## config.mk

```make
export PLATFORM = sky130hd
export DESIGN_NAME = bac_top
export DESIGN_NICKNAME = d
export VERILOG_FILES = /design/src/rtl/bac_pkg.sv /design/src/rtl/bac_top.sv /design/src/rtl/bac_avg.sv
export VERILOG_INCLUDE_DIRS = /design/src /design/src/rtl
export SDC_FILE = /design/constraint.sdc
export NUM_CORES = 1
export LEC_CHECK = 0
export BUFFER_PORTS_ARGS = -buffer_cell sky130_fd_sc_hd__clkbuf_2
export CORE_MARGIN = 2
export CORE_UTILIZATION = 45
export CTS_CLUSTER_SIZE = 10
export DETAILED_ROUTE_END_ITERATION = 6
export GPL_TIMING_DRIVEN = 0
export HOLD_SLACK_MARGIN = 0.08
export PLACE_DENSITY = 0.62
export SLEW_MARGIN = 20
export SYNTH_ARGS = -nofsm -noshare
export SYNTH_HDL_FRONTEND = slang
export SYNTH_SLANG_ARGS = --single-unit
```

## constraint.sdc

```tcl
create_clock -name REF_CLK -period 3.2 [get_ports REF_CLK]
set_clock_uncertainty 0.05 [all_clocks]
set_input_delay 0.32 -clock REF_CLK [delete_from_list [all_inputs] [get_ports REF_CLK]]
set_output_delay 0.32 -clock REF_CLK [all_outputs]
set_load 0.1 [all_outputs]
```

## src/rtl/bac_defs.svh

```systemverilog
// addresses, reset values, limits and timing figures of the boost control
`ifndef BAC_DEFS_SVH
`define BAC_DEFS_SVH

`define BAC_ADDR_W 7
`define BAC_ADDR_VSET 7'h05
`define BAC_ADDR_CTRL 7'h06
`define BAC_ADDR_RES_HI 7'h07
`define BAC_ADDR_RES_LO 7'h08

`define BAC_CTRL_RESET 8'h04
`define BAC_CTRL_MASK 8'h3f
`define BAC_VSET_RESET 8'h05

`define BAC_VCODE_MIN 5'h05
`define BAC_VCODE_MAX 5'h14

`define BAC_ADC_W 12
`define BAC_AVG_LOG2 4

`define BAC_CLK_KHZ 25000
`define BAC_CLK_PERIOD_NS 40
`define BAC_SOFTSTART_MS 50
`define BAC_AVG_WINDOW_MS 134
`define BAC_ADAPT_STEP_US 1000
`define BAC_SW_FREQ_KHZ 1000
`define BAC_SW_MAX_DUTY_PCT 88
`define BAC_SW_MIN_PULSE_NS 50

`define BAC_SOFTSTART_CYCLES (`BAC_SOFTSTART_MS * `BAC_CLK_KHZ)
`define BAC_AVG_WINDOW_CYCLES (`BAC_AVG_WINDOW_MS * `BAC_CLK_KHZ)
`define BAC_ADAPT_STEP_CYCLES (`BAC_ADAPT_STEP_US * `BAC_CLK_KHZ / 1000)
`define BAC_SW_PERIOD_CYCLES (`BAC_CLK_KHZ / `BAC_SW_FREQ_KHZ)
`define BAC_SW_MAX_ON_CYCLES \
	(`BAC_SW_PERIOD_CYCLES * `BAC_SW_MAX_DUTY_PCT / 100)
`define BAC_SW_MIN_ON_CYCLES \
	((`BAC_SW_MIN_PULSE_NS + `BAC_CLK_PERIOD_NS - 1) / `BAC_CLK_PERIOD_NS)

`endif

```

## src/rtl/bac_pkg.sv

```systemverilog
// types shared by the boost and measurement control
package bac_pkg;

	typedef struct packed {
		logic [1:0] rsvd;
		logic readout_sel;
		logic comp_sel;
		logic loader_on;
		logic vout_adaptive;
		logic boost_on;
		logic dev_active;
	} bac_ctrl_type;

	typedef enum logic [1:0] {
		BAC_OFF,
		BAC_SOFT,
		BAC_RUN
	} bac_phase_type;

	typedef struct packed {
		logic sw;
		logic boost_en;
		logic softstart;
		logic loader_en;
		logic [4:0] vcode;
	} bac_boost_type;

endpackage

```

## src/rtl/bac_top.sv

```systemverilog
// boost converter digital control with measurement readout
//
// Summary of operation
// RULE_01 - readout bit five picks channel result shown
// RULE_02 - results averaged over a 134 ms window
// RULE_03 - host reads upper byte before lower byte
// RULE_04 - lower byte frozen from upper read onward
// RULE_05 - compensation bit four picks compensation channel
// RULE_06 - control bit three switches active output loader
// RULE_07 - control bit two: manual or adaptive voltage
// RULE_08 - control bit one: boost standby or active
// RULE_09 - enable starts 50 ms low-current phase first
// RULE_10 - manual code equals output volts, 5 to 20
// RULE_11 - codes below 5 or above 20 clamped
// RULE_12 - adaptive mode ignores written voltage code
// RULE_13 - adaptive keeps lowest driver voltage in window
// RULE_14 - adaptive output held within 5 to 20 V
// RULE_15 - adaptive control on after reset
// RULE_16 - stand-alone mode forces adaptive control
// RULE_17 - converter switches at 1 MHz
// RULE_18 - digital logic limits switch duty cycle
// RULE_19 - software should stop boost when unloaded
`timescale 1ns/1ps
`include "bac_defs.svh"

module bac_top import bac_pkg::*; #(
	parameter int SS_CYCLES = `BAC_SOFTSTART_CYCLES,
	parameter int AVG_CYCLES = `BAC_AVG_WINDOW_CYCLES,
	parameter int STEP_CYCLES = `BAC_ADAPT_STEP_CYCLES
) (
	input wire logic REF_CLK,
	input wire logic RESET,
	input wire logic CE,
	input wire logic [`BAC_ADDR_W-1:0] REG_ADDR,
	input wire logic [7:0] REG_WDATA,
	input wire logic REG_WR,
	input wire logic REG_RD,
	output logic [7:0] REG_RDATA,
	input wire logic [`BAC_ADC_W-1:0] TEMP_SENSOR_INPUT,
	input wire logic [`BAC_ADC_W-1:0] AUX_SENSOR_INPUT,
	input wire logic STANDALONE,
	input wire logic HEADROOM_LOW,
	input wire logic HEADROOM_HIGH,
	input wire logic LED_HIGH_CURRENT,
	input wire logic SW_CURRENT_TRIP,
	output logic HEADROOM_WIN_HIGH,
	output logic [`BAC_ADC_W-1:0] COMP_DATA,
	output logic DEVICE_ACTIVE,
	output bac_boost_type BOOST
);
	localparam int AW = `BAC_ADC_W;
	localparam int SSW = $clog2(SS_CYCLES + 1);
	localparam int STW = $clog2(STEP_CYCLES + 1);
	localparam int PER = `BAC_SW_PERIOD_CYCLES;
	localparam int MAX_ON = `BAC_SW_MAX_ON_CYCLES;
	localparam int MIN_ON = `BAC_SW_MIN_ON_CYCLES;
	localparam int PW = $clog2(PER);

	// sync bit order: standalone, low, high, high current, trip
	typedef struct packed {
		bac_ctrl_type ctrl;
		logic [7:0] vset;
		logic [7:0] lo_hold;
		logic [7:0] rdata;
		logic [AW-1:0] comp;
		bac_phase_type phase;
		logic [SSW-1:0] ss_cnt;
		logic [STW-1:0] step_cnt;
		logic [4:0] acode;
		logic [4:0] vcode;
		logic [PW-1:0] pwm_cnt;
		logic sw;
		logic [4:0] sync1;
		logic [4:0] sync2;
	} bac_top_state_type;

	bac_top_state_type st_reg;
	bac_top_state_type st_next;
	logic [AW-1:0] avg [2];
	logic [AW-1:0] res_sel;
	logic adaptive;
	logic run_req;
	logic [PW-1:0] cnt_next;
	logic sa_sync;
	logic hr_low;
	logic hr_high;
	logic trip;

	function automatic logic [4:0] bac_clamp(input logic [7:0] code);
		if (code < {3'h0, `BAC_VCODE_MIN}) begin
			bac_clamp = `BAC_VCODE_MIN;
		end else if (code > {3'h0, `BAC_VCODE_MAX}) begin
			bac_clamp = `BAC_VCODE_MAX;
		end else begin
			bac_clamp = code[4:0];
		end
	endfunction

	// one averager per channel; both run so switching readout is instant
	genvar gi;
	generate
		for (gi = 0; gi < 2; gi++) begin : g_avg
			bac_avg #(
				.W(AW),
				.LOG2(`BAC_AVG_LOG2),
				.TICK_CYCLES(AVG_CYCLES >> `BAC_AVG_LOG2)
			) bac_avg_i (
				.clk(REF_CLK),
				.reset(RESET),
				.ce(CE),
				.sample(gi == 0 ? TEMP_SENSOR_INPUT : AUX_SENSOR_INPUT),
				.avg(avg[gi])
			);
		end
	endgenerate

	assign sa_sync = st_reg.sync2[4];
	assign hr_low = st_reg.sync2[3];
	assign hr_high = st_reg.sync2[2];
	assign trip = st_reg.sync2[0];
	assign res_sel = st_reg.ctrl.readout_sel ? avg[1] : avg[0]; // [RULE_01]
	assign adaptive = st_reg.ctrl.vout_adaptive | sa_sync; // [RULE_07] [RULE_16]
	assign run_req = st_reg.ctrl.boost_on & st_reg.ctrl.dev_active; // [RULE_08]

	always_comb begin
		st_next = st_reg;
		st_next.sync1 = {STANDALONE, HEADROOM_LOW, HEADROOM_HIGH,
			LED_HIGH_CURRENT, SW_CURRENT_TRIP};
		st_next.sync2 = st_reg.sync1;

		if (REG_WR) begin
			case (REG_ADDR)
			`BAC_ADDR_VSET: begin
				st_next.vset = REG_WDATA;
			end
			`BAC_ADDR_CTRL: begin
				st_next.ctrl = bac_ctrl_type'(REG_WDATA & `BAC_CTRL_MASK);
			end
			default: begin
			end
			endcase
		end

		if (REG_RD) begin
			case (REG_ADDR)
			`BAC_ADDR_VSET: begin
				st_next.rdata = st_reg.vset;
			end
			`BAC_ADDR_CTRL: begin
				st_next.rdata = st_reg.ctrl;
			end
			`BAC_ADDR_RES_HI: begin
				st_next.rdata = {{(16 - AW){1'b0}}, res_sel[AW-1:8]}; // [RULE_01]
				// both bytes of a pair come from one averaged value
				st_next.lo_hold = res_sel[7:0]; // [RULE_04]
			end
			`BAC_ADDR_RES_LO: begin
				st_next.rdata = st_reg.lo_hold; // [RULE_04]
			end
			default: begin
				st_next.rdata = 8'h00;
			end
			endcase
		end

		st_next.comp = st_reg.ctrl.comp_sel ? avg[1] : avg[0]; // [RULE_05]

		case (st_reg.phase)
		BAC_OFF: begin
			st_next.ss_cnt = '0;
			if (run_req) begin
				st_next.phase = BAC_SOFT; // [RULE_09]
			end
		end
		BAC_SOFT: begin
			if (!run_req) begin
				st_next.phase = BAC_OFF;
			end else if (st_reg.ss_cnt == SSW'(SS_CYCLES - 1)) begin
				st_next.phase = BAC_RUN; // [RULE_09]
			end else begin
				st_next.ss_cnt = st_reg.ss_cnt + 1'b1;
			end
		end
		BAC_RUN: begin
			if (!run_req) begin
				st_next.phase = BAC_OFF; // [RULE_08]
			end
		end
		default: begin
			st_next.phase = BAC_OFF;
		end
		endcase

		// slow steps let the analog loop settle between code changes
		if (st_reg.step_cnt == STW'(STEP_CYCLES - 1)) begin
			st_next.step_cnt = '0;
		end else begin
			st_next.step_cnt = st_reg.step_cnt + 1'b1;
		end
		if (!adaptive) begin
			// adaptive starts from the manual value, avoiding a jump
			st_next.acode = bac_clamp(st_reg.vset);
		end else if (st_reg.phase == BAC_RUN && st_next.step_cnt == '0) begin
			if (hr_low && st_reg.acode < `BAC_VCODE_MAX) begin
				st_next.acode = st_reg.acode + 1'b1; // [RULE_13] [RULE_14]
			end else if (hr_high && !hr_low &&
				st_reg.acode > `BAC_VCODE_MIN) begin
				st_next.acode = st_reg.acode - 1'b1; // [RULE_13] [RULE_14]
			end
		end
		st_next.vcode = adaptive ? st_reg.acode : // [RULE_12]
			bac_clamp(st_reg.vset); // [RULE_10] [RULE_11]

		cnt_next = (st_reg.pwm_cnt == PW'(PER - 1)) ? '0 :
			st_reg.pwm_cnt + 1'b1; // [RULE_17]
		// gate drops with the request so standby never sees a stray pulse
		if (st_reg.phase == BAC_OFF || !run_req) begin
			st_next.pwm_cnt = '0;
			st_next.sw = 1'b0;
		end else begin
			st_next.pwm_cnt = cnt_next;
			if (cnt_next == '0) begin
				// without the loader a pulse is skipped while the current trip is set
				st_next.sw = st_reg.ctrl.loader_on | !trip; // [RULE_06]
			end else begin
				st_next.sw = st_reg.sw && cnt_next < PW'(MAX_ON) && // [RULE_18]
					!(trip && cnt_next >= PW'(MIN_ON));
			end
		end
	end

	always_ff @(posedge REF_CLK) begin
		if (RESET) begin
			st_reg <= '0;
			st_reg.ctrl <= bac_ctrl_type'(`BAC_CTRL_RESET); // [RULE_15]
			st_reg.vset <= `BAC_VSET_RESET;
			st_reg.phase <= BAC_OFF;
			st_reg.acode <= `BAC_VCODE_MIN;
			st_reg.vcode <= `BAC_VCODE_MIN;
		end else if (CE) begin
			st_reg <= st_next;
		end
	end

	assign REG_RDATA = st_reg.rdata;
	assign COMP_DATA = st_reg.comp;
	assign DEVICE_ACTIVE = st_reg.ctrl.dev_active;
	assign HEADROOM_WIN_HIGH = st_reg.sync2[1]; // [RULE_13]
	assign BOOST = '{sw: st_reg.sw,
		boost_en: st_reg.phase != BAC_OFF,
		softstart: st_reg.phase == BAC_SOFT, // [RULE_09]
		loader_en: st_reg.ctrl.loader_on && st_reg.phase != BAC_OFF, // [RULE_06]
		vcode: st_reg.vcode};

	a_readout_hi: assert property ( // [RULE_01]
		@(posedge REF_CLK) disable iff (RESET || !CE)
		REG_RD && REG_ADDR == `BAC_ADDR_RES_HI
		|=> REG_RDATA[AW-9:0] == $past(res_sel[AW-1:8]))
		else $error("upper byte not from selected channel");

	a_lower_pair: assert property ( // [RULE_04]
		@(posedge REF_CLK) disable iff (RESET || !CE)
		(REG_RD && REG_ADDR == `BAC_ADDR_RES_HI) ##1
		(REG_RD && REG_ADDR == `BAC_ADDR_RES_LO)
		|=> REG_RDATA == $past(res_sel[7:0], 2))
		else $error("lower byte not from same result");

	a_comp_select: assert property ( // [RULE_05]
		@(posedge REF_CLK) disable iff (RESET || !CE)
		##1 COMP_DATA == ($past(st_reg.ctrl.comp_sel) ?
		$past(avg[1]) : $past(avg[0])))
		else $error("compensation channel wrong");

	a_loader_ctrl: assert property ( // [RULE_06]
		@(posedge REF_CLK) disable iff (RESET || !CE)
		!st_reg.ctrl.loader_on |-> !BOOST.loader_en)
		else $error("loader on while disabled");

	a_manual_clamp: assert property ( // [RULE_10]
		@(posedge REF_CLK) disable iff (RESET || !CE)
		!adaptive ##1 !adaptive
		|-> BOOST.vcode == bac_clamp($past(st_reg.vset)))
		else $error("manual code not clamped value");

	a_vcode_range: assert property ( // [RULE_11] [RULE_14]
		@(posedge REF_CLK) disable iff (RESET)
		BOOST.vcode >= `BAC_VCODE_MIN && BOOST.vcode <= `BAC_VCODE_MAX)
		else $error("voltage code out of range");

	a_boost_standby: assert property ( // [RULE_08]
		@(posedge REF_CLK) disable iff (RESET || !CE)
		!st_reg.ctrl.boost_on |=> !BOOST.boost_en && !BOOST.sw)
		else $error("boost running in standby");

	a_soft_length: assert property ( // [RULE_09]
		@(posedge REF_CLK) disable iff (RESET || !CE)
		$rose(st_reg.phase == BAC_RUN)
		|-> $past(st_reg.ss_cnt) == SSW'(SS_CYCLES - 1))
		else $error("soft start length wrong");

	a_standalone: assert property ( // [RULE_16]
		@(posedge REF_CLK) disable iff (RESET || !CE)
		sa_sync |=> BOOST.vcode == $past(st_reg.acode))
		else $error("stand-alone not adaptive");

	a_sw_period: assert property ( // [RULE_17]
		@(posedge REF_CLK) disable iff (RESET || !CE)
		$rose(st_reg.sw) |-> st_reg.pwm_cnt == '0)
		else $error("switch pulse off period start");

	a_duty_limit: assert property ( // [RULE_18]
		@(posedge REF_CLK) disable iff (RESET || !CE)
		st_reg.pwm_cnt >= PW'(MAX_ON) |-> !st_reg.sw)
		else $error("duty cycle limit exceeded");

	c_soft_done: cover property (@(posedge REF_CLK) disable iff (RESET)
		$rose(st_reg.phase == BAC_RUN));
	c_read_pair: cover property (@(posedge REF_CLK) disable iff (RESET)
		(REG_RD && REG_ADDR == `BAC_ADDR_RES_HI) ##1
		(REG_RD && REG_ADDR == `BAC_ADDR_RES_LO));
	c_adapt_up: cover property (@(posedge REF_CLK) disable iff (RESET)
		adaptive && st_next.acode > st_reg.acode);
	c_sw_pulse: cover property (@(posedge REF_CLK) disable iff (RESET)
		$fell(st_reg.sw));

endmodule

```

## src/rtl/bac_avg.sv

```systemverilog
// block averager: mean of 2**LOG2 evenly spaced samples per window
`timescale 1ns/1ps
`include "bac_defs.svh"

module bac_avg import bac_pkg::*; #(
	parameter int W = `BAC_ADC_W,
	parameter int LOG2 = `BAC_AVG_LOG2,
	parameter int TICK_CYCLES = `BAC_AVG_WINDOW_CYCLES >> `BAC_AVG_LOG2
) (
	input wire logic clk,
	input wire logic reset,
	input wire logic ce,
	input wire logic [W-1:0] sample,
	output logic [W-1:0] avg
);
	localparam int TW = $clog2(TICK_CYCLES + 1);

	typedef struct packed {
		logic [TW-1:0] tick_cnt;
		logic [LOG2-1:0] n;
		logic [W+LOG2-1:0] sum;
		logic [W-1:0] avg;
	} bac_avg_state_type;

	bac_avg_state_type st_reg;
	bac_avg_state_type st_next;
	logic [W+LOG2-1:0] sum_add;

	always_comb begin
		st_next = st_reg;
		sum_add = st_reg.sum + {{LOG2{1'b0}}, sample};
		if (st_reg.tick_cnt == TW'(TICK_CYCLES - 1)) begin
			st_next.tick_cnt = '0;
			st_next.n = st_reg.n + 1'b1;
			// a full window replaces the result at once, never partly
			if (st_reg.n == {LOG2{1'b1}}) begin
				st_next.avg = sum_add[W+LOG2-1:LOG2]; // [RULE_02]
				st_next.sum = '0;
			end else begin
				st_next.sum = sum_add; // [RULE_02]
			end
		end else begin
			st_next.tick_cnt = st_reg.tick_cnt + 1'b1;
		end
	end

	always_ff @(posedge clk) begin
		if (reset) begin
			st_reg <= '0;
		end else if (ce) begin
			st_reg <= st_next;
		end
	end

	assign avg = st_reg.avg;

	a_avg_window: assert property ( // [RULE_02]
		@(posedge clk) disable iff (reset || !ce)
		!(st_reg.tick_cnt == TW'(TICK_CYCLES - 1) && st_reg.n == {LOG2{1'b1}})
		|=> $stable(avg))
		else $error("average changed outside window end");

endmodule

```

==> Yosys cells after proc, flatten, opt, wreduce, memory -nomap -nowiden <==
Index checks and enable logic that the tools add are counted.
{ "word_totals": {"output_inout_bits": 31, "word_cells": 122, "input_bits": 49, "register_bits": 206} }
{ "classes": {"bitwise_logic": 3, "order_cmp": 6, "eq_ne": 20, "n_mux": 26, "addsub": 11, "n_reduce_logical": 29} }
{ "op_table": {"columns": ["op", "n"], "rows": [
  ["2-to-1 mux 21 bit", 2],
  ["case mux 21 bit (2 select lines)", 1],
  ["2-to-1 mux 5 bit", 8],
  ["adder 18 x 1 -> 18 bit (second input constant)", 2],
  ["== test 18 bit (second input constant)", 2],
  ["2-to-1 mux 18 bit", 2],
  ["adder 16 x 12 -> 16 bit", 2],
  ["2-to-1 mux 16 bit", 2],
  ["case mux 8 bit (4 select lines)", 1],
  ["2-to-1 mux 12 bit", 2],
  ["adder 21 x 1 -> 21 bit (second input constant)", 1],
  ["== test 21 bit (second input constant)", 1],
  ["== test 7 x 3 -> 1 bit (second input constant)", 3],
  ["AND reduction 3 bit", 6],
  ["adder 15 x 1 -> 15 bit (second input constant)", 1],
  ["== test 15 bit (second input constant)", 1],
  ["zero test 15 bit", 1],
  ["2-to-1 mux 15 bit", 1],
  ["adder 5 x 1 -> 5 bit (second input constant)", 2],
  ["< comparator 5 bit (second input constant)", 2],
  ["adder 4 x 1 -> 4 bit (second input constant)", 2],
  ["== test 4 bit (second input constant)", 2],
  ["greater-than comparator 8 x 5 -> 1 bit (second input constant)", 1],
  ["logical AND 1 bit", 8],
  ["25 further kinds", 39]
]} }

==> Longest topological paths before layout <==
Gate-level depths: netlist of the first run.
{ "depth": {"depth_word": 8, "ltp_mapped": 10} }

==> Modules after synthesis <==
A second synthesis of the first run with hierarchy kept.
{ "hier_totals": {"hier_cells": 1304, "area_unflattened_um2": 11179.5} }
{ "by_module_without_submodules": {"columns": ["mod", "instances", "area_per_inst_um2", "cells_per_inst", "seq_area_each_um2"], "rows": [
  ["bac_top", 1, 5685.5, 677, 2122.0],
  ["bac_avg at g_avg[1].bac_avg_i", 1, 2772.7, 324, 1001.0],
  ["bac_avg at g_avg[0].bac_avg_i", 1, 2721.4, 303, 1001.0]
]} }

==> Worst setup path after synthesis of the first run <==
No wires, ideal clock.
{ "synth_path": {"path_type": "register -> register", "from": "reg st_reg[62] (netlist name)", "to": "reg st_reg[42] (netlist name)", "path_stages_with_launch": 5, "slack_ps": 668, "required_ps": 3078, "setup_time_ps": 72, "arrival_ps": 2410, "n_path_buf": 1, "cell_sequence": "dfxtp_1 -> clkbuf_1 -> nor2b_1 -> nand3_1 -> a21oi_1"} }
{ "synth_rtl": {"columns": ["item", "line", "source"], "rows": [
  ["start: declaration", "bac_top.sv:77", "bac_top_state_type st_reg;"],
  ["start signal: assignment", "bac_top.sv:241", "st_reg <= st_next;"]
]} }

==> Worst setup path after layout of the first run <==
{ "layout_path": {"from": "reg g_avg[1].bac_avg_i.st_reg[12] (netlist name)", "to": "reg g_avg[1].bac_avg_i.st_reg, in the netlist g_avg[1].bac_avg_i.avg[10]"} }
{ "layout_via": {"elab_chain_len": 1} }
{ "layout_rtl": {"columns": ["item", "line", "source"], "rows": [
  ["start: declaration", "bac_avg.sv:25", "bac_avg_state_type st_reg;"],
  ["start signal: assignment", "bac_avg.sv:51", "st_reg <= st_next;"],
  ["adder 16 x 12 -> 16 bit", "bac_avg.sv:31", "sum_add = st_reg.sum + {{LOG2{1'b0}}, sample};"]
]} }
No other way between the ends.
A chain may end at the register's enable or synchronous reset.

==> metrics.txt, run 1 <==
# TYPE chip_impl_metric gauge
chip_impl_metric{name="synth_cells",unit=""} 1255
chip_impl_metric{name="hpwlAfterDp",unit="mm"} 19.7
chip_impl_info{name="hold_path_class",value="in -> reg"} 1
chip_impl_metric{name="floorplan.die.width",unit="µm"} 159
chip_impl_metric{name="detail_route.vias_per_cell",unit=""} 5.34
chip_impl_metric{name="max-cap-violations",unit=""} 0
chip_impl_metric{name="grt_pass1_wl",unit="mm"} 44.7
chip_impl_metric{name="placement.io_buffers",unit=""} 79
chip_impl_metric{name="synth.net_count",unit=""} 1344
chip_impl_metric{name="fin_crit_sh",unit="%"} 82.4
chip_impl_info{name="critical_path_class",value="reg -> reg"} 1
chip_impl_metric{name="worst-endpoint-required",unit="ps"} 3570
chip_impl_info{name="timing.rr.start",value="g_avg[1].bac_avg_i.st_reg[12]"} 1
chip_impl_metric{name="grt-ovfl-total",unit=""} 0
chip_impl_metric{name="fp-row-count",unit=""} 56
chip_impl_metric{name="drive_above_1_share",unit="%"} 13.1
chip_impl_info{name="tritoncts_clock_tree",value="done"} 1
chip_impl_metric{name="syn_avg_cell_area",unit="µm²"} 8.60
chip_impl_metric{name="groute.usage.overall",unit="%"} 21.3
chip_impl_metric{name="final.fill_count",unit=""} 2287
chip_impl_metric{name="post-synth-top-area-fraction",unit="%"} 38.2
chip_impl_metric{name="slew_headroom",unit="%"} 44.6
chip_impl_metric{name="number_of_h_tree_levels",unit=""} 1
chip_impl_metric{name="fp.dieH",unit="µm"} 159
chip_impl_metric{name="route.final.wire_length",unit="mm"} 27.0
chip_impl_metric{name="largest_reg_flops",unit=""} 76
chip_impl_metric{name="insertion_delay",unit="ps"} 520
chip_impl_metric{name="post-route-util",unit="%"} 52.7
chip_impl_metric{name="critical_path_arrival",unit="ps"} 3010
chip_impl_info{name="run_status",value="completed"} 1
chip_impl_metric{name="min_period",unit="ps"} 2640
chip_impl_metric{name="vias_in_the_first_global_route",unit=""} 8634
chip_impl_metric{name="post_synth_num_cell_types",unit=""} 80
chip_impl_metric{name="post-route-drc-count",unit=""} 0
chip_impl_metric{name="min_delay_path_depth",unit=""} 3
chip_impl_info{name="crit_path_start_kind",value="flop"} 1
chip_impl_metric{name="dr_total_vias",unit=""} 9069
chip_impl_metric{name="max_slew_violation_count",unit=""} 0
chip_impl_metric{name="post-layout-total-power",unit="mW"} 5.49
chip_impl_info{name="synth.top_cells.by_area",value="dfxtp_1 (38%), nor2_1 (6.4%), xor2_1 (5.4%)"} 1
chip_impl_metric{name="detailed_route_wire_length_per_cell",unit="µm"} 15.9
chip_impl_metric{name="cts.path.max_buffers",unit=""} 3
chip_impl_info{name="worstReg2RegEnd",value="g_avg[1].bac_avg_i.avg[10]"} 1
chip_impl_metric{name="max_frequency",unit="MHz"} 379
chip_impl_metric{name="flow.area_growth_from_synthesis",unit="%"} 14.8
chip_impl_metric{name="clkSlewWorstSetupHoldPaths",unit="ps"} 60
chip_impl_info{name="netlist.top_cell.by_area",value="dfxtp_1"} 1
chip_impl_metric{name="leakage",unit="nW"} 4.81
chip_impl_metric{name="crit_path_max_incr_delay",unit="ps"} 390
chip_impl_info{name="critPathCaptureType",value="flop"} 1
chip_impl_metric{name="edff_count_synth",unit=""} 0
chip_impl_metric{name="detailed_router_s_first_iteration_violation_count",unit=""} 473
chip_impl_info{name="grt_setup_unrepaired",value="false"} 1
chip_impl_metric{name="final_antenna_net_count",unit=""} 0
chip_impl_metric{name="crit_buf_inv",unit=""} 1
chip_impl_metric{name="core_area",unit="µm²"} 23500
chip_impl_metric{name="synthesis.yosys.warnings",unit=""} 0
chip_impl_info{name="clockRootBuffer",value="clkbuf_16"} 1
chip_impl_metric{name="timing.setup.tns",unit="ps"} 0
chip_impl_metric{name="initial_cell_density_of_the_core",unit="%"} 45.9
chip_impl_metric{name="grt_antenna_before_repair",unit=""} 0
chip_impl_metric{name="n_antenna_cell",unit=""} 0
chip_impl_metric{name="postSynthRegisterBits",unit=""} 206
chip_impl_metric{name="ys_async_sr_fraction",unit="%"} 0
chip_impl_metric{name="cts_inserted_buffers",unit=""} 25
chip_impl_metric{name="dr.pass1.iters",unit=""} 4
chip_impl_info{name="crit_chain",value="ha_1 > inv_1 > fa_1 > nand2b_1 > a21oi_1 > o21bai_1 > a31oi_1 > nand3_1 > xor2_1 > a211oi_1"} 1
chip_impl_metric{name="cts.sinks",unit=""} 206
chip_impl_metric{name="peakVddDrop",unit="V"} 0.000376
chip_impl_metric{name="number_of_cells_on_the_worst_reg_to_reg_path",unit=""} 10
chip_impl_metric{name="highest_net_fanout_along_the_worst_path",unit=""} 5
chip_impl_metric{name="p_per_area",unit="nW/µm²"} 443
chip_impl_metric{name="final_setup_violations",unit=""} 0
chip_impl_info{name="critPathTopFamily",value="compound AO/OA/AOI/OAI gates"} 1
chip_impl_metric{name="ff2ff_setup_slack",unit="ps"} 560
chip_impl_metric{name="nets",unit=""} 1463
chip_impl_metric{name="die_area",unit="µm²"} 25200
chip_impl_metric{name="io_pins",unit=""} 80
chip_impl_metric{name="synth_area",unit="µm²"} 10800
chip_impl_info{name="worst_hold_startpoint",value="TEMP_SENSOR_INPUT[0]"} 1
chip_impl_info{name="whs_endpoint",value="g_avg[0].bac_avg_i.st_reg[12]"} 1
chip_impl_metric{name="report.final.hold_viol_count",unit=""} 0
chip_impl_metric{name="largest_net_degree_at_the_start_of_global_routing",unit=""} 13
chip_impl_metric{name="tightestPinTransition",unit="ps"} 832
chip_impl_metric{name="synth_seq_area_share",unit="%"} 38.2
chip_impl_metric{name="gpl.final_weighted_congestion",unit=""} 0.862
chip_impl_info{name="synth_ff_type",value="dfxtp_1"} 1
chip_impl_info{name="timing.critical_path.from",value="g_avg[1].bac_avg_i.st_reg[12]"} 1
chip_impl_info{name="timing.critical_path.slowest_stage_cell",value="a31oi_1"} 1
repair_timing:
action / in CTS / in global routing
setup buffers: 0 / 0
hold endpoints to repair: 18 / 0
hold buffers: 13 / 0
resized for setup: 0 / 0
cells in the mapped netlist, types with 4 or more instances:
master / n
buf_1: 11
nand4b_1: 4
and2_1: 4
nand3_1: 42
nand2b_1: 13
a211oi_1: 35
xnor2_1: 30
nor4b_1: 4
inv_1: 32
o31ai_1: 5
xor2_1: 67
nor3b_1: 5
buf_6: 5
ha_1: 37
or3_1: 8
a31oi_1: 8
a21o_1: 15
nor3_1: 21
nand3b_1: 9
nor4_1: 9
nor2_1: 184
nand4_1: 24
a22o_1: 19
nand2_1: 111
buf_4: 27
o21a_1: 6
dfxtp_1: 206
o21ai_0: 45
nor2b_1: 9
clkbuf_1: 32
a22oi_1: 20
or2_2: 4
mux2i_1: 53
and3_1: 17
buf_2: 10
a21oi_1: 56
area by class of cell:
cell class                      instances  area [µm²]  area share, %
Multi-Input combinational cell        928        6040           48.7
Sequential cell                       206        4120           33.3
Clock buffer                           29         661           5.33
Clock inverter                          2        17.5          0.141
Tap cell                              319         399           3.22
Inverter                               33         124          0.999
Timing Repair Buffer                   92         526           4.24
Buffer                                 88         512           4.13
logic make-up (layout without fill, tap and decap cells):
family | after synthesis | in the layout | synth area share (%)
AOI/OAI and AO/OA | 244 | 244 | 15.6
xor gates and xnor gates | 98 | 98 | 8.02
buffers and inverters | 121 | 244 | 5.89
adders and majority gates | 40 | 40 | 4.84
muxes | 53 | 53 | 4.91
and+or+nand+nor | 493 | 493 | 22.6
DFF | 206 | 206 | 38.2
worst max-delay path by stage:
stage | endpoint | slack (ps) | cells past startpoint
finish | g_avg[1].bac_avg_i.avg[10] | 560 | 10
global route | g_avg[1].bac_avg_i.avg[10] | 260 | 10
CTS | g_avg[1].bac_avg_i.avg[10] | 540 | 10
detailed placement | BOOST[4] | 350 | 7
global placement | BOOST[4] | 390 | 7
floorplan | st_reg[42] | 670 | 4
routing by layer:
metal	wire length (µm)	global-route usage [%]
met1	12900	29.9
met2	12100	34.5
met3	1170	2.35
met4	759	6.32
met5	0	0
where the power goes:
part | internal (mW) | switching, mW | total [mW]
clock network | 1.44 | 1.04 | 2.48
logic | 0.129 | 0.264 | 0.394
registers | 2.59 | 0.0250 | 2.62
worst min-delay path: stages:
cell	delay [ps]
clkbuf_2	80
ha_1	120
a22o_1	110
metrics by stage:
stage                     cells  hold slack [ps]  setup slack, ps  area, µm²
final                      1697              103              562      12400
after global placement     1653              389              386      11600
after global routing       1697              106              262      12400
after floorplan            1255              379              668      10800
after detailed placement   1653              405              349      11600
after CTS                  1697             88.8              544      12400
placed cells by master, fill, tap and decap left out, types with 6 or more instances in the layout:
| cell type | count |
|---|---|
| buf_4 | 27 |
| ha_1 | 37 |
| xor2_1 | 67 |
| clkbuf_2 | 79 |
| nand2_1 | 111 |
| xnor2_1 | 30 |
| a21oi_1 | 56 |
| clkbuf_16 | 25 |
| a22oi_1 | 20 |
| and3_1 | 17 |
| nand4_1 | 24 |
| o21ai_0 | 45 |
| nor4_1 | 9 |
| a211oi_1 | 35 |
| nor2_1 | 184 |
| nand3b_1 | 9 |
| inv_1 | 32 |
| nor3_1 | 21 |
| dlygate4sd3_1 | 13 |
| nand2b_1 | 13 |
| mux2i_1 | 53 |
| a22o_1 | 19 |
| or3_1 | 8 |
| o21a_1 | 6 |
| buf_2 | 10 |
| clkbuf_1 | 34 |
| nand3_1 | 42 |
| a21o_1 | 15 |
| dfxtp_1 | 206 |
| buf_1 | 11 |
| a31oi_1 | 8 |
| nor2b_1 | 9 |
(Power assumes the default switching activity.)
==> inputs of run 2 (changes only) <==
==> constraint.sdc (replaced) <==
create_clock -name REF_CLK -period 2.7 [get_ports REF_CLK]
set_clock_uncertainty 0.05 [all_clocks]
set_input_delay 0.27 -clock REF_CLK [delete_from_list [all_inputs] [get_ports REF_CLK]]
set_output_delay 0.27 -clock REF_CLK [all_outputs]
set_load 0.1 [all_outputs]
==> metrics.txt, run 2 (same netlist as run 1, synthesis figures left out) <==
# TYPE chip_impl_metric gauge
chip_impl_metric{name="flow.area_growth_from_synthesis",unit="%"} 15.2
chip_impl_info{name="hold_path_class",value="in -> reg"} 1
chip_impl_metric{name="detailed_router_s_first_iteration_violation_count",unit=""} 437
chip_impl_metric{name="share_seq_of_total_power",unit="%"} 47.6
chip_impl_metric{name="fp.dieH",unit="µm"} 159
chip_impl_metric{name="fin_area",unit="µm²"} 12400
chip_impl_metric{name="detail_route.vias_per_cell",unit=""} 5.30
chip_impl_metric{name="netSwitchingFraction",unit="%"} 24.3
chip_impl_metric{name="insertion_delay",unit="ps"} 520
chip_impl_metric{name="clkSlewWorstSetupHoldPaths",unit="ps"} 60
chip_impl_info{name="tritoncts_clock_tree",value="done"} 1
chip_impl_metric{name="clkPwrFrac",unit="%"} 45.2
chip_impl_info{name="crit_path_start_kind",value="input port"} 1
chip_impl_metric{name="die_area",unit="µm²"} 25200
chip_impl_metric{name="initial_cell_density_of_the_core",unit="%"} 45.9
chip_impl_metric{name="max_frequency",unit="MHz"} 405
chip_impl_info{name="run_status",value="completed"} 1
chip_impl_metric{name="highest_net_fanout_along_the_worst_path",unit=""} 5
chip_impl_metric{name="cts.path.max_buffers",unit=""} 3
chip_impl_info{name="final_common_cell",value="dfxtp_1"} 1
chip_impl_metric{name="gpl.final_weighted_congestion",unit=""} 0.862
chip_impl_info{name="critical_path_class",value="in -> reg"} 1
chip_impl_metric{name="fin_crit_sh",unit="%"} 91.6
chip_impl_metric{name="drive_above_1_share",unit="%"} 13.4
chip_impl_metric{name="io_pins",unit=""} 80
chip_impl_metric{name="min_period",unit="ps"} 2470
chip_impl_metric{name="max-cap-violations",unit=""} 0
chip_impl_metric{name="dr.pass1.iters",unit=""} 4
chip_impl_metric{name="hpwlAfterDp",unit="mm"} 19.7
chip_impl_metric{name="max_slew_violation_count",unit=""} 0
chip_impl_metric{name="pwr-share-comb",unit="%"} 7.2
chip_impl_metric{name="route.final.wire_length",unit="mm"} 27.1
chip_impl_metric{name="vias_in_the_first_global_route",unit=""} 8646
chip_impl_metric{name="final_antenna_net_count",unit=""} 0
chip_impl_info{name="grt_setup_unrepaired",value="false"} 1
chip_impl_metric{name="cts.sinks",unit=""} 206
chip_impl_metric{name="core_area",unit="µm²"} 23500
chip_impl_metric{name="tightestPinTransition",unit="ps"} 846
chip_impl_metric{name="report.final.hold_viol_count",unit=""} 0
chip_impl_metric{name="dr_total_vias",unit=""} 9007
chip_impl_metric{name="fp-row-count",unit=""} 56
chip_impl_metric{name="switchingPower",unit="mW"} 1.58
chip_impl_info{name="final_cell_mix",value="dfxtp_1 (206), nor2_1 (184), nand2_1 (111)"} 1
chip_impl_metric{name="largest_net_degree_at_the_start_of_global_routing",unit=""} 13
chip_impl_metric{name="floorplan.die.width",unit="µm"} 159
chip_impl_metric{name="groute.usage.overall",unit="%"} 21.3
chip_impl_metric{name="setup_slack",unit="ps"} 228
chip_impl_info{name="critPathCaptureType",value="flop"} 1
chip_impl_metric{name="grt_antenna_before_repair",unit=""} 0
chip_impl_metric{name="number_of_h_tree_levels",unit=""} 1
chip_impl_metric{name="cts_inserted_buffers",unit=""} 25
chip_impl_metric{name="internal-power",unit="mW"} 4.93
chip_impl_metric{name="worst-endpoint-required",unit="ps"} 3070
chip_impl_metric{name="slew_headroom",unit="%"} 43.6
chip_impl_metric{name="largest_reg_flops",unit=""} 76
chip_impl_metric{name="leakage",unit="nW"} 4.82
chip_impl_metric{name="detailed_route_wire_length_per_cell",unit="µm"} 15.9
chip_impl_metric{name="timing.setup.tns",unit="ps"} 0
chip_impl_metric{name="dp_slack",unit="ps"} -101
chip_impl_metric{name="n_antenna_cell",unit=""} 0
chip_impl_metric{name="nets",unit=""} 1465
chip_impl_metric{name="critical_path_arrival",unit="ps"} 2840
chip_impl_metric{name="grt_pass1_wl",unit="mm"} 44.8
chip_impl_info{name="clockRootBuffer",value="clkbuf_16"} 1
chip_impl_metric{name="post_dp_cell_area",unit="µm²"} 11600
chip_impl_metric{name="grt-ovfl-total",unit=""} 0
chip_impl_metric{name="peakVddDrop",unit="V"} 0.000446
chip_impl_metric{name="p_per_area",unit="nW/µm²"} 524
chip_impl_metric{name="post-route-drc-count",unit=""} 0
chip_impl_metric{name="final_setup_violations",unit=""} 0
chip_impl_metric{name="placement.io_buffers",unit=""} 79
-- run 2: cell types whose count changed in the layout (fill, tap and decap cells not counted) --
cell / previous run / this run
a21oi_1: 56 / 55
ha_2: 0 / 1
a31oi_1: 8 / 7
ha_1: 37 / 36
nor4_1: 9 / 8
nor4_2: 0 / 1
dlygate4sd3_1: 13 / 15
a21oi_2: 1 / 2
a31oi_2: 0 / 1
-- run 2: worst paths after layout --
kind / cells after the start / to / from / slack [ps]
setup / recovery: 12 / g_avg[1].bac_avg_i.avg[10] / AUX_SENSOR_INPUT[0] / 230
hold / removal: 4 / g_avg[0].bac_avg_i.st_reg[13] / TEMP_SENSOR_INPUT[1] / 140
setup reg to reg: 10 / g_avg[1].bac_avg_i.avg[10] / g_avg[1].bac_avg_i.st_reg[12] / 270
hold reg to reg: 2 / g_avg[0].bac_avg_i.st_reg[14] / g_avg[0].bac_avg_i.st_reg[14] / 420
-- run 2: final cells by class --
| class | instances | area [µm²] |
|---|---|---|
| fill | 2285 | 11100 |
| multi-input combinational | 928 | 6050 |
| sequential | 206 | 4120 |
| clock buffer | 29 | 661 |
| timing repair buffer | 94 | 546 |
| buffer | 88 | 512 |
| tap | 319 | 399 |
| inverter | 33 | 124 |
| clock inverter | 2 | 17.5 |
-- run 2: power by group through the flow --
stage | clock, mW | combinational (mW) | sequential [mW]
2_1_floorplan | 0 | 0.309 | 3.16
3_5_place_dp | 0 | 0.451 | 3.17
4_1_cts | 3.01 | 0.471 | 3.10
3_3_place_gp | 0 | 0.448 | 3.17
6_report | 2.94 | 0.470 | 3.10
5_1_grt | 3.11 | 0.510 | 3.10
-- run 2: stage by stage --
step / util (%) / hold WS [ps] / instances / power, mW
finish: 52.8 / 140 / 1699 / 6.51
global route: 52.8 / 161 / 1699 / 6.72
CTS: 52.7 / 123 / 1699 / 6.58
detailed placement: 49.2 / 405 / 1653 / 3.62
global placement: 49.2 / 389 / 1653 / 3.61
floorplan: - / 338 / 1255 / 3.47
-- run 2: worst max-delay path, cell delays in order --
cell	delay, ps
dlygate4sd3_1	520
clkbuf_2	100
ha_1	150
inv_1	50
fa_1	370
nand2b_1	200
a21oi_2	200
o21bai_1	140
a31oi_2	270
nand3_1	160
xor2_1	190
a211oi_1	220
-- run 2: routing by layer --
| layer | wire [µm] | GRT usage, % | part of all wire, % |
|---|---|---|---|
| met4 | 751 | 6.32 | 2.8 |
| met5 | 0 | 0 | 0 |
| met3 | 1170 | 2.35 | 4.3 |
| met2 | 12100 | 34.5 | 45 |
| met1 | 13000 | 29.9 | 48 |
-- run 2: repair_timing --
| action | CTS | global route |
|---|---|---|
| buffers inserted | 0 | 0 |
| hold buffers | 15 | 0 |
| hold endpoints to repair | 21 | 0 |
| setup endpoints to repair | 0 | 9 |
| resized for setup | 0 | 4 |
==> inputs of run 3 (changes only) <==
--- a/config.mk
+++ b/config.mk
@@ -9,6 +9,7 @@
 export BUFFER_PORTS_ARGS = -buffer_cell sky130_fd_sc_hd__clkbuf_2
 export CORE_MARGIN = 2
 export CORE_UTILIZATION = 45
+export CTS_BUF_LIST = sky130_fd_sc_hd__clkbuf_4 sky130_fd_sc_hd__clkbuf_8
 export CTS_CLUSTER_SIZE = 10
 export DETAILED_ROUTE_END_ITERATION = 6
 export GPL_TIMING_DRIVEN = 0
==> metrics.txt, run 3 (same netlist as run 1, synthesis figures left out) <==
# TYPE chip_impl_metric gauge
chip_impl_info{name="run_status",value="completed"} 1
chip_impl_info{name="worstReg2RegEnd",value="g_avg[0].bac_avg_i.st_reg[26]"} 1
chip_impl_metric{name="slew_headroom",unit="%"} 40.7
chip_impl_metric{name="io_pins",unit=""} 80
chip_impl_metric{name="cts_inserted_buffers",unit=""} 38
chip_impl_metric{name="timing.setup.tns",unit="ps"} 0
chip_impl_metric{name="detail_route.vias_per_cell",unit=""} 5.27
chip_impl_metric{name="leakage",unit="nW"} 4.93
chip_impl_metric{name="core_area",unit="µm²"} 23500
chip_impl_metric{name="final_setup_violations",unit=""} 0
chip_impl_metric{name="critical_path_arrival",unit="ps"} 2840
chip_impl_metric{name="max_slew_violation_count",unit=""} 0
chip_impl_metric{name="detailed_router_s_first_iteration_violation_count",unit=""} 465
chip_impl_metric{name="p_per_area",unit="nW/µm²"} 538
chip_impl_metric{name="grt_antenna_before_repair",unit=""} 0
chip_impl_metric{name="dr.pass1.iters",unit=""} 4
chip_impl_metric{name="groute.usage.overall",unit="%"} 21.6
chip_impl_metric{name="final_antenna_net_count",unit=""} 0
chip_impl_info{name="tritoncts_clock_tree",value="done"} 1
chip_impl_metric{name="post-route-util",unit="%"} 53.5
chip_impl_info{name="timing.critical_path.slowest_stage_cell",value="dlygate4sd3_1"} 1
chip_impl_info{name="timing.rr.start",value="g_avg[0].bac_avg_i.st_reg[12]"} 1
chip_impl_info{name="crit_path_start_kind",value="input port"} 1
chip_impl_metric{name="grt_pass1_wl",unit="mm"} 45.1
chip_impl_metric{name="highest_net_fanout_along_the_worst_path",unit=""} 3
chip_impl_metric{name="initial_cell_density_of_the_core",unit="%"} 45.9
chip_impl_info{name="clockRootBuffer",value="clkbuf_8"} 1
chip_impl_metric{name="route.final.wire_length",unit="mm"} 27.1
chip_impl_metric{name="fp-row-count",unit=""} 56
chip_impl_metric{name="dr_total_vias",unit=""} 9150
chip_impl_info{name="hold_path_class",value="in -> reg"} 1
chip_impl_metric{name="clkSlewWorstSetupHoldPaths",unit="ps"} 60
chip_impl_metric{name="cts.sinks",unit=""} 206
chip_impl_metric{name="placement.io_buffers",unit=""} 79
chip_impl_metric{name="largest_net_degree_at_the_start_of_global_routing",unit=""} 11
chip_impl_metric{name="grt-ovfl-total",unit=""} 0
chip_impl_info{name="library_cell_appearing_most_often_on_the_critical_path",value="a21oi_1"} 1
chip_impl_metric{name="largest_reg_flops",unit=""} 76
chip_impl_metric{name="flow.area_growth_from_synthesis",unit="%"} 16.6
chip_impl_metric{name="number_of_cells_on_the_worst_reg_to_reg_path",unit=""} 10
chip_impl_metric{name="worst-endpoint-required",unit="ps"} 3060
chip_impl_metric{name="report.final.hold_viol_count",unit=""} 0
chip_impl_metric{name="final.fill_count",unit=""} 2281
chip_impl_metric{name="tightestPinTransition",unit="ps"} 890
chip_impl_metric{name="post-route-drc-count",unit=""} 0
chip_impl_metric{name="insertion_delay",unit="ps"} 530
chip_impl_metric{name="crit_buf_inv",unit=""} 3
chip_impl_info{name="final_cell_mix",value="dfxtp_1 (206), nor2_1 (184), nand2_1 (111)"} 1
chip_impl_metric{name="max-cap-violations",unit=""} 0
chip_impl_metric{name="min_period",unit="ps"} 2480
chip_impl_metric{name="whs",unit="ps"} 136
chip_impl_metric{name="max_frequency",unit="MHz"} 404
chip_impl_metric{name="die_area",unit="µm²"} 25200
chip_impl_metric{name="vias_in_the_first_global_route",unit=""} 8812
chip_impl_metric{name="ff2ff_setup_slack",unit="ps"} 260
chip_impl_metric{name="floorplan.die.width",unit="µm"} 159
chip_impl_info{name="timing.critical_path.from",value="TEMP_SENSOR_INPUT[0]"} 1
chip_impl_metric{name="post_dp_cell_area",unit="µm²"} 11600
chip_impl_metric{name="min_delay_path_depth",unit=""} 4
chip_impl_info{name="critPathTopFamily",value="compound AO/OA/AOI/OAI gates"} 1
chip_impl_metric{name="detailed_route_wire_length_per_cell",unit="µm"} 15.6
chip_impl_metric{name="dp_slack",unit="ps"} -101
chip_impl_info{name="critical_path_class",value="in -> reg"} 1
chip_impl_info{name="crit_path_to",value="g_avg[0].bac_avg_i.st_reg[26]"} 1
chip_impl_metric{name="path_depth",unit=""} 12
chip_impl_metric{name="fp.dieH",unit="µm"} 159
chip_impl_metric{name="number_of_h_tree_levels",unit=""} 2
chip_impl_metric{name="gpl.final_weighted_congestion",unit=""} 0.862
chip_impl_info{name="critPathCaptureType",value="flop"} 1
chip_impl_metric{name="fin_area",unit="µm²"} 12600
chip_impl_metric{name="cts.path.max_buffers",unit=""} 3
chip_impl_info{name="crit_chain",value="dlygate4sd3_1 > clkbuf_2 > ha_1 > inv_1 > fa_1 > nor2b_1 > o2111ai_1 > a21oi_1 > o21bai_1 > a21oi_1 > o21ai_0 > a21o_1"} 1
chip_impl_metric{name="nets",unit=""} 1478
chip_impl_info{name="final_common_cell",value="dfxtp_1"} 1
chip_impl_metric{name="setup_slack",unit="ps"} 222
chip_impl_metric{name="fin_crit_sh",unit="%"} 91.8
chip_impl_metric{name="peakVddDrop",unit="V"} 0.000280
chip_impl_metric{name="crit_path_max_incr_delay",unit="ps"} 530
chip_impl_metric{name="hpwlAfterDp",unit="mm"} 19.7
chip_impl_metric{name="drive_above_1_share",unit="%"} 15.7
chip_impl_metric{name="n_antenna_cell",unit=""} 0
chip_impl_info{name="grt_setup_unrepaired",value="false"} 1
[run 3: cell count changes in the layout (fill, tap and decap cells not counted)]
cell and change:
bufinv_16 +1, clkbuf_1 -2, clkbuf_16 -25, clkbuf_4 +7, clkbuf_8 +49, clkinv_2 +7, inv_6 -1
[run 3: final cells by class]
type	instances	area (µm²)	area share [%]
multi-input combinational	928	6050	48.1
sequential	206	4120	32.8
clock buffer	58	754	5.99
timing repair buffer	94	546	4.33
buffer	88	512	4.07
tap	319	399	3.17
inverter	33	124	0.984
clock inverter	9	73.8	0.586
[run 3: worst min-delay path by stage]
stage,start,to,slack (ps)
final,TEMP_SENSOR_INPUT[1],g_avg[0].bac_avg_i.st_reg[13],140
after global routing,AUX_SENSOR_INPUT[1],g_avg[1].bac_avg_i.st_reg[13],140
after global placement,g_avg[0].bac_avg_i.st_reg[14],g_avg[0].bac_avg_i.st_reg[14],390
after detailed placement,g_avg[1].bac_avg_i.st_reg[23],g_avg[1].bac_avg_i.st_reg[23],400
after CTS,TEMP_SENSOR_INPUT[1],g_avg[0].bac_avg_i.st_reg[13],120
after floorplan,REG_WDATA[2],st_reg[102],340
[run 3: routing by layer]
metal	vias up	GRT usage, %	wire, µm
met3	58	3.13	1190
met4	0	7.98	813
li1	4660	-	-
met2	184	34.5	12100
met1	4248	29.7	13000
met5	-	0	0
[run 3: worst min-delay path, cell delays in order]
cell and delay, ps:
clkbuf_2 90, inv_1 70, fa_1 160, o22ai_1 60
[run 3: report_power, final]
part           internal, mW  leakage, nW  switching (mW)
clock                  1.88        0.445            1.32
combinational         0.155         2.82           0.314
sequential             3.07         1.66          0.0297
total                  5.11         4.93            1.67
[run 3: through the flow]
stage                     power [mW]  std cells
after global routing            7.03       1735
after global placement          3.61       1653
after floorplan                 3.47       1255
after CTS                       6.87       1735
after detailed placement        3.62       1653
final                           6.78       1735
[run 3: timing repair]
action                                  CTS  global route
endpoints found under the setup margin    0             9
endpoints found under the hold margin    21             0
gates resized for setup                   0             4
hold buffers                             15             0
setup buffers                             0             0
